[src/logic/acp_pkg.sv]
// Constants and types shared by the converter control and output port
package acp_pkg;
  // ==========================================================
  // Timing
  localparam int CLK_MHZ = 125;
  localparam int ACQ_NS = 1000;
  localparam int ACQ_CYC = (ACQ_NS * CLK_MHZ + 999) / 1000;
  localparam int STEP_NS = 400;
  localparam int STEP_CYC = (STEP_NS * CLK_MHZ + 999) / 1000;
  localparam logic [9:0] ACQ_LAST = 10'(ACQ_CYC - 1);
  localparam logic [7:0] STEP_LAST = 8'(STEP_CYC - 1);
  // ==========================================================
  // Result word
  localparam int RES_W = 18;
  localparam logic [4:0] RES_MSB = 5'h11;
  localparam logic [4:0] RES_LSB = 5'h00;
  localparam logic [17:0] RES_MID = 18'h20000;
  // ==========================================================
  // Interface modes
  localparam logic [1:0] MODE_P18 = 2'h0;
  localparam logic [1:0] MODE_W16 = 2'h1;
  localparam logic [1:0] MODE_B8 = 2'h2;
  localparam logic [1:0] MODE_SER = 2'h3;
  // ==========================================================
  // Data line positions and enable masks
  localparam int LN_CODING = 0;
  localparam int LN_WORD = 1;
  localparam int LN_BYTE = 2;
  localparam int LN_SDO = 10;
  localparam int LN_SCLK = 11;
  localparam int LN_SYNC = 12;
  localparam logic [17:0] OE_ALL = 18'h3FFFF;
  localparam logic [17:0] OE_W16 = 18'h3FFFC;
  localparam logic [17:0] OE_B8 = 18'h3FC00;
  localparam logic [17:0] OE_SER_RD = 18'h03400;
  localparam logic [17:0] OE_SER_FIX = 18'h3C000;
  // ==========================================================
  // Synchroniser slots
  localparam int SYNC_W = 11;
  localparam int SI_CNV = 0;
  localparam int SI_CS = 1;
  localparam int SI_RD = 2;
  localparam int SI_PD = 3;
  localparam int SI_REF_BUFFER_DISABLE = 4;
  localparam int SI_MHI = 5;
  localparam int SI_MLO = 6;
  localparam int SI_COD = 7;
  localparam int SI_WORD = 8;
  localparam int SI_BYTE = 9;
  localparam int SI_SCLK = 10;
  localparam logic [10:0] SYNC_RST = 11'h007;
  // ==========================================================
  // Control states
  typedef enum logic [1:0] {
    ST_ACQ = 2'b00,
    ST_WAIT = 2'b01,
    ST_CONV = 2'b10,
    ST_PD = 2'b11
  } acp_state_t;
endpackage

[src/logic/acp_sar_if.sv]
// Link between the control logic and the successive approximation engine
`timescale 1ns/10ps
interface acp_sar_if;
  logic start;
  logic comp;
  logic done;
  logic [17:0] result;
  logic [17:0] trial;
  modport engine (input start, input comp, output done, output result, output trial);
  modport ctrl (output start, output comp, input done, input result, input trial);
endinterface

[src/logic/acp_sar.sv]
// Successive approximation engine paced by the internal conversion clock
`timescale 1ns/10ps
module acp_sar (
  input wire logic mclk,
  input wire logic rst,
  acp_sar_if.engine sar
);
  typedef struct packed {
    logic run;
    logic [7:0] cnt;
    logic [4:0] bitn;
    logic [17:0] code;
    logic done;
  } acp_sar_state_t;

  acp_sar_state_t s;
  acp_sar_state_t n;

  // ==========================================================
  // Bit trials, MSB first
  always_comb begin
    n = s;
    n.done = 1'b0;
    if (sar.start) begin
      n.run = 1'b1;
      n.cnt = '0;
      n.bitn = acp_pkg::RES_MSB;
      n.code = acp_pkg::RES_MID;
    end else if (s.run) begin
      if (s.cnt == acp_pkg::STEP_LAST) begin
        n.cnt = '0;
        if (!sar.comp) begin
          n.code[s.bitn] = 1'b0;
        end
        if (s.bitn == acp_pkg::RES_LSB) begin
          n.run = 1'b0;
          n.done = 1'b1;
        end else begin
          n.bitn = s.bitn - 5'h01;
          n.code[s.bitn - 5'h01] = 1'b1;
        end
      end else begin
        n.cnt = s.cnt + 8'h01;
      end
    end
  end

  always_ff @(posedge mclk or posedge rst) begin
    if (rst) begin
      s <= '0;
    end else begin
      s <= n;
    end
  end

  assign sar.done = s.done;
  assign sar.result = s.code;
  assign sar.trial = s.code;
endmodule

[src/logic/acp_top.sv]
// Conversion control and result output port of the converter
// ==========================================================
// Summary of operation
// - Busy rises when a conversion starts and stays high until the result sits in the shift register.
// - The result bus is driven only while chip select and read are both low, except lines 14-17 in serial mode.
// - Chip select gates the external serial clock, so its edges are ignored while chip select is high.
// - A high reset returns everything to its reset state and abandons any running conversion.
// - Power-down lets a running conversion finish, then blocks new starts and enters low power.
// - If convert-start is high when acquisition ends, the next falling edge holds the sample and starts.
// - If convert-start is already low when acquisition ends, hold and conversion start at once.
// - The reference buffer is on while its disable input is low and off while it is high.
// - The two interface-select inputs give 18-bit, 16-bit, 8-bit or serial presentation.
// - In 18-bit mode every result bit drives the data line of the same index.
// - Lines 10-13 carry result bits except in serial mode, where they become the serial port lines.
// - Lines 14-17 stay outputs in serial mode; in the parallel modes they are outputs only while chip select and read are both low.
`timescale 1ns/10ps
module acp_top (
  input wire logic mclk,
  input wire logic rst,
  input wire logic convert_start_n,
  input wire logic cs_n,
  input wire logic rd_n,
  input wire logic power_down_in,
  input wire logic ref_buffer_disable,
  input wire logic iface_select_hi,
  input wire logic iface_select_lo,
  input wire logic [17:0] data_in,
  input wire logic comp_in,
  output logic [17:0] data_out,
  output logic [17:0] data_oe,
  output logic busy,
  output logic sample_hold,
  output logic ref_buffer_en,
  output logic low_power,
  output logic [17:0] dac_code
);
  typedef struct packed {
    logic [10:0] sync1;
    logic [10:0] sync2;
    logic [10:0] sync3;
    logic [10:0] filt;
    acp_pkg::acp_state_t st;
    logic [9:0] acq_cnt;
    logic busy;
    logic hold;
    logic start;
    logic cnv_prev;
    logic sclk_prev;
    logic [17:0] result;
    logic [17:0] shreg;
    logic [17:0] dout;
    logic [17:0] doe;
    logic refbuf;
    logic lowpwr;
  } acp_top_state_t;

  acp_top_state_t s;
  acp_top_state_t n;
  acp_sar_if sar ();
  logic [10:0] raw;
  logic [1:0] mode;
  logic rd_en;
  logic [17:0] cres;

  acp_sar u_sar (
    .mclk(mclk),
    .rst(rst),
    .sar(sar.engine)
  );

  // ==========================================================
  // Pin inputs and decoded controls
  assign raw = {data_in[acp_pkg::LN_SCLK], data_in[acp_pkg::LN_BYTE], data_in[acp_pkg::LN_WORD],
                data_in[acp_pkg::LN_CODING], iface_select_lo, iface_select_hi, ref_buffer_disable,
                power_down_in, rd_n, cs_n, convert_start_n};
  assign mode = {s.filt[acp_pkg::SI_MHI], s.filt[acp_pkg::SI_MLO]};
  assign rd_en = !s.filt[acp_pkg::SI_CS] && !s.filt[acp_pkg::SI_RD];
  assign cres = s.filt[acp_pkg::SI_COD] ? s.result : (s.result ^ acp_pkg::RES_MID);
  assign sar.start = s.start;
  assign sar.comp = comp_in;

  // ==========================================================
  // Next state
  always_comb begin
    logic go;
    logic cnv_n;
    logic pd;
    logic sclk;
    go = 1'b0;
    cnv_n = s.filt[acp_pkg::SI_CNV];
    pd = s.filt[acp_pkg::SI_PD];
    sclk = s.filt[acp_pkg::SI_SCLK];
    n = s;
    n.start = 1'b0;
    n.sync1 = raw;
    n.sync2 = s.sync1;
    n.sync3 = s.sync2;
    n.filt = (s.sync2 & s.sync3) | (s.filt & (s.sync2 | s.sync3));
    n.cnv_prev = cnv_n;
    n.sclk_prev = sclk;
    // Serial shift on the falling clock edge, only while selected
    if (mode == acp_pkg::MODE_SER && !s.filt[acp_pkg::SI_CS] && s.sclk_prev && !sclk) begin
      n.shreg = {s.shreg[16:0], 1'b0};
    end
    case (s.st)
      acp_pkg::ST_ACQ: begin
        if (s.acq_cnt == acp_pkg::ACQ_LAST) begin
          n.acq_cnt = '0;
          if (pd) begin
            n.st = acp_pkg::ST_PD;
          end else if (!cnv_n) begin
            go = 1'b1;
          end else begin
            n.st = acp_pkg::ST_WAIT;
          end
        end else begin
          n.acq_cnt = s.acq_cnt + 10'h001;
        end
      end
      acp_pkg::ST_WAIT: begin
        if (pd) begin
          n.st = acp_pkg::ST_PD;
        end else if (s.cnv_prev && !cnv_n) begin
          go = 1'b1;
        end
      end
      acp_pkg::ST_CONV: begin
        // Power-down is not checked here so a running conversion completes
        if (sar.done) begin
          n.result = sar.result;
          n.shreg = s.filt[acp_pkg::SI_COD] ? sar.result : (sar.result ^ acp_pkg::RES_MID);
          n.busy = 1'b0;
          n.hold = 1'b0;
          n.st = acp_pkg::ST_ACQ;
        end
      end
      acp_pkg::ST_PD: begin
        if (!pd) begin
          n.st = acp_pkg::ST_ACQ;
        end
      end
      default: begin
        n.st = acp_pkg::ST_ACQ;
      end
    endcase
    if (go) begin
      n.st = acp_pkg::ST_CONV;
      n.busy = 1'b1;
      n.hold = 1'b1;
      n.start = 1'b1;
    end
    n.lowpwr = (n.st == acp_pkg::ST_PD);
    n.refbuf = !s.filt[acp_pkg::SI_REF_BUFFER_DISABLE];
    // Output bus presentation per mode
    case (mode)
      acp_pkg::MODE_P18: begin
        n.dout = s.result;
        n.doe = rd_en ? acp_pkg::OE_ALL : '0;
      end
      acp_pkg::MODE_W16: begin
        n.doe = rd_en ? acp_pkg::OE_W16 : '0;
        if (s.filt[acp_pkg::SI_WORD]) begin
          n.dout = {14'h0000, cres[1:0], 2'h0};
        end else begin
          n.dout = {cres[17:2], 2'h0};
        end
      end
      acp_pkg::MODE_B8: begin
        n.doe = rd_en ? acp_pkg::OE_B8 : '0;
        case ({s.filt[acp_pkg::SI_WORD], s.filt[acp_pkg::SI_BYTE]})
          2'b00: begin
            n.dout = {cres[17:10], 10'h000};
          end
          2'b01: begin
            n.dout = {cres[9:2], 10'h000};
          end
          default: begin
            n.dout = {6'h00, cres[1:0], 10'h000};
          end
        endcase
      end
      default: begin
        // Serial: data on line 10, sclk input on 11, frame sync on 12, error flag low on 13
        n.doe = acp_pkg::OE_SER_FIX | (rd_en ? acp_pkg::OE_SER_RD : '0);
        n.dout = {5'h00, rd_en, 1'b0, s.shreg[17], 10'h000};
      end
    endcase
  end

  // ==========================================================
  // State register
  always_ff @(posedge mclk or posedge rst) begin
    if (rst) begin
      s <= '0;
      s.sync1 <= acp_pkg::SYNC_RST;
      s.sync2 <= acp_pkg::SYNC_RST;
      s.sync3 <= acp_pkg::SYNC_RST;
      s.filt <= acp_pkg::SYNC_RST;
      s.cnv_prev <= 1'b1;
      s.refbuf <= 1'b1;
    end else begin
      s <= n;
    end
  end

  assign data_out = s.dout;
  assign data_oe = s.doe;
  assign busy = s.busy;
  assign sample_hold = s.hold;
  assign ref_buffer_en = s.refbuf;
  assign low_power = s.lowpwr;
  assign dac_code = sar.trial;
endmodule

[config.mk]
export PLATFORM = sky130hd
export DESIGN_NAME = acp_top
export DESIGN_NICKNAME = d
export VERILOG_FILES = /design/src/logic/acp_pkg.sv /design/src/logic/acp_sar_if.sv /design/src/logic/acp_sar.sv /design/src/logic/acp_top.sv
export SDC_FILE = /design/constraint.sdc
export NUM_CORES = 1
export LEC_CHECK = 0
export ABC_AREA = 1
export BUFFER_PORTS_ARGS = -buffer_cell sky130_fd_sc_hd__buf_2
export CAP_MARGIN = 40
export CELL_PAD_IN_SITES_DETAIL_PLACEMENT = 2
export CELL_PAD_IN_SITES_GLOBAL_PLACEMENT = 2
export CORE_MARGIN = 3
export CORE_UTILIZATION = 35
export CTS_BUF_LIST = sky130_fd_sc_hd__clkbuf_16
export DETAILED_ROUTE_END_ITERATION = 6
export PLACE_DENSITY = 0.75
export SLEW_MARGIN = 20
export SYNTH_ARGS = -nofsm -noshare
export SYNTH_HDL_FRONTEND = slang
export SYNTH_SLANG_ARGS = --single-unit
export TNS_END_PERCENT = 5
[constraint.sdc]
create_clock -name mclk -period 11.6 [get_ports mclk]
set_input_delay 2.32 -clock mclk [delete_from_list [all_inputs] [get_ports mclk]]
set_output_delay 2.32 -clock mclk [all_outputs]
set_load 0.01 [all_outputs]
==> results.json <==
{
  "hpwlAfterDp_mm": 12.63,
  "place_inst": 1006,
  "critPathLaunch": "u_sar.sar.result[17]$_DFFE_PP0P_",
  "r2r-end": "s[47]$_DFF_PP0_",
  "clkSlewWorstSetupHoldPaths_ps": 70,
  "hold_buffers": 0,
  "crit_cells": 1,
  "antenna_found_initial": 0,
  "cp.arrival_ps": 1060,
  "total_leakage_power_nw": 3.800,
  "die_x_microns": 146.5,
  "die_area_sq_um": 21470,
  "routedWlPerCell_microns": 16.76,
  "rsz0062_at_grt": "false",
  "start_kind": "flip-flop",
  "synth_area_per_cell_sq_um": 9.302,
  "gr-usage-all-layers_pct": 17.00,
  "hold_viol": 0,
  "final_cells": 1040,
  "core_sq_um": 19080,
  "ios": 86,
  "drt-initial-drc-count": 197,
  "start_util_pct": 36.22,
  "ys_ff_latch": 154,
  "cts_tree": "done",
  "grt_pass1_vias": 5506,
  "layout_commonest_cell": "nand2_1",
  "clkLatencyLatePin_ps": 430,
  "cp-endpoint": "dac_code[17]",
  "path_buf_inv": 1,
  "detail-route-antenna-nets": 0,
  "min_path_type": "reg2reg",
  "crit_required_ps": 9280,
  "wl_mm": 17.43,
  "fillers": 2076,
  "via_count": 4955,
  "root_buffer": "clkbuf_16",
  "worst_pin_slew_ps": 557.1,
  "cts_resized": 0,
  "fin_crit_ps": 3381,
  "cts_sinks": 154,
  "powerDensity_nw_per_um2": 161.7,
  "place_congestion": 0.7957,
  "grt_pass1_wl_mm": 29.20,
  "std_cell_rows": 50,
  "crit_slowest_cell": "dfrtp_1",
  "ir_drop_mv": 0.1008,
  "numPortBuffers": 71,
  "syn_to_final_growth_pct": 12.69,
  "r2r-start": "s[89]$_DFF_PP0_",
  "synthDistinctLibCells": 40,
  "cts_setup_buffers": 0,
  "cap_violations": 0,
  "timing.fmax_mhz": 295.7,
  "drive_gt1_share_pct": 19.49,
  "path_max_fanout": 4,
  "diodes": 0,
  "setup-tns-final_ps": 0,
  "final_cell_mix": "nand2_1, dfrtp_1, buf_2",
  "htreeDepth": 4,
  "ys_warn_count": 0,
  "cp_top_family": "flip-flops",
  "clk_path_buf_depth": 2,
  "maxSlewHeadroom_pct": 62.82,
  "finClkSkew_ps": 13.52,
  "drc": 0,
  "grt_overflow": 0,
  "die_height_microns": 146.5,
  "setup_viol": 0,
  "final-max-slew-violation-count": 0,
  "status": "completed",
  "nets": 803,
  "firstDrtPassIters": 5,
  "rrSetupSlack_ps": 9610,
  "fin_crit_sh_pct": 29.15,
  "syn-num-nets": 779,
  "yosysSeqAreaShare_pct": 56.01,
  "endpoint_kind": "output port",
  "numCtsBuffers": 17,
  "worstSetupPathType": "reg2out",
  "synth_cells": 743,
  "synthesis.area_sq_um": 6912,
  "cp_slowest_stage_delay_ps": 460,
  "avgViaCountPerCell": 4.764,
  "grt_max_degree": 86,
  "crit_chain": "buf_2",
  "ff2ff_path_depth": 6
}
power breakdown:
group / leakage [nW] / total (mW) / switching, mW / internal, mW
Combinational: 1.62 / 0.0997 / 0.0627 / 0.0370
Clock: 0.295 / 0.553 / 0.261 / 0.291
Sequential: 1.88 / 0.607 / 0.0246 / 0.582
Total: 3.80 / 1.26 / 0.349 / 0.911
how the worst min path moves through the flow:
stage                     startpoint               end  slack (ps)  cells after the start
finish              n[117]$_DFF_PP0_  n[106]$_DFF_PP0_         350                      0
global route        n[114]$_DFF_PP1_  n[103]$_DFF_PP1_         360                      0
CTS                 n[118]$_DFF_PP0_  n[107]$_DFF_PP0_         350                      0
detailed placement  n[119]$_DFF_PP0_  n[108]$_DFF_PP0_         340                      0
global placement    n[117]$_DFF_PP0_  n[106]$_DFF_PP0_         330                      0
floorplan           n[116]$_DFF_PP0_  n[105]$_DFF_PP0_         330                      0
cell usage after synthesis (all sizes together):
master  number  area [sq um]
a22oi        4         30.03
nor2        74         330.3
nor3         9         56.31
nand3       38         207.7
nand3b       1         7.510
dfrtp      140          3503
a21oi       15         78.83
buf         67         503.0
inv         73         274.0
o22ai        6         37.54
clkbuf       4         17.52
maj3        11         110.1
dfstp       14         367.9
nor3b        1         7.510
nand4        8         71.32
ha           8         100.1
nand2      192         750.7
o211ai       1         7.510
o21bai      15         112.6
o31ai        1         7.510
xor2         4         35.03
or2          1         6.260
a31oi        1         6.260
xnor2        2         17.52
o21ai       53         265.3
kinds of logic (layout without fill, tap and decap cells):
| group | Yosys count | in the layout | share of synthesized area (%) |
|---|---|---|---|
| buffers and inverters | 144 | 181 | 11.50 |
| and+or+nand+nor | 324 | 324 | 20.80 |
| xor gates and xnor gates | 6 | 6 | 0.7603 |
| AOI/OAI and AO/OA | 96 | 96 | 7.893 |
| DFF | 154 | 154 | 56.01 |
| adders and majority gates | 19 | 19 | 3.041 |
stage by stage:
step | setup slack (ps) | cell area [sq um] | hold WS (ps) | total power [mW] | utilization [%]
after floorplan | 5153 | 6912 | 331.2 | 0.6882 | -
after CTS | 8168 | 7746 | 350.5 | 1.280 | 40.60
final | 8219 | 7789 | 352.2 | 1.259 | 40.82
after global placement | 7651 | 7084 | 332.7 | 0.7045 | 37.13
after detailed placement | 7902 | 7139 | 335.7 | 0.7158 | 37.42
after global routing | 8145 | 7789 | 358.7 | 1.321 | 40.82
sequential cells by signal (all words and copies together), names as in the netlist:
register / cells
ref_buffer_en: 1
n: 24
busy: 1
low_power: 1
sar.start: 1
u_sar.sar.done: 1
mode: 2
u_sar.sar.result: 18
u_sar.s: 14
s: 68
data_oe: 5
data_out: 18
metal layers:
metal	GRT usage [%]	up-vias	wire length [microns]
li1	-	2357	-
met1	20.99	2504	7661
met2	29.89	80	9027
met3	3.042	14	499
met4	6.068	0	244
met5	0	-	0
cell type report:
cell class	instances	area, sq um	share of cell area, %
tap	260	325.3	4.177
clock buffer	17	425.4	5.462
multi-input combinational	445	2246	28.84
timing repair buffer	76	460.4	5.912
sequential	154	3871	49.70
inverter	73	279.0	3.582
clock inverter	15	181.4	2.329
No activity file was read; power rests on OpenSTA's default activity.
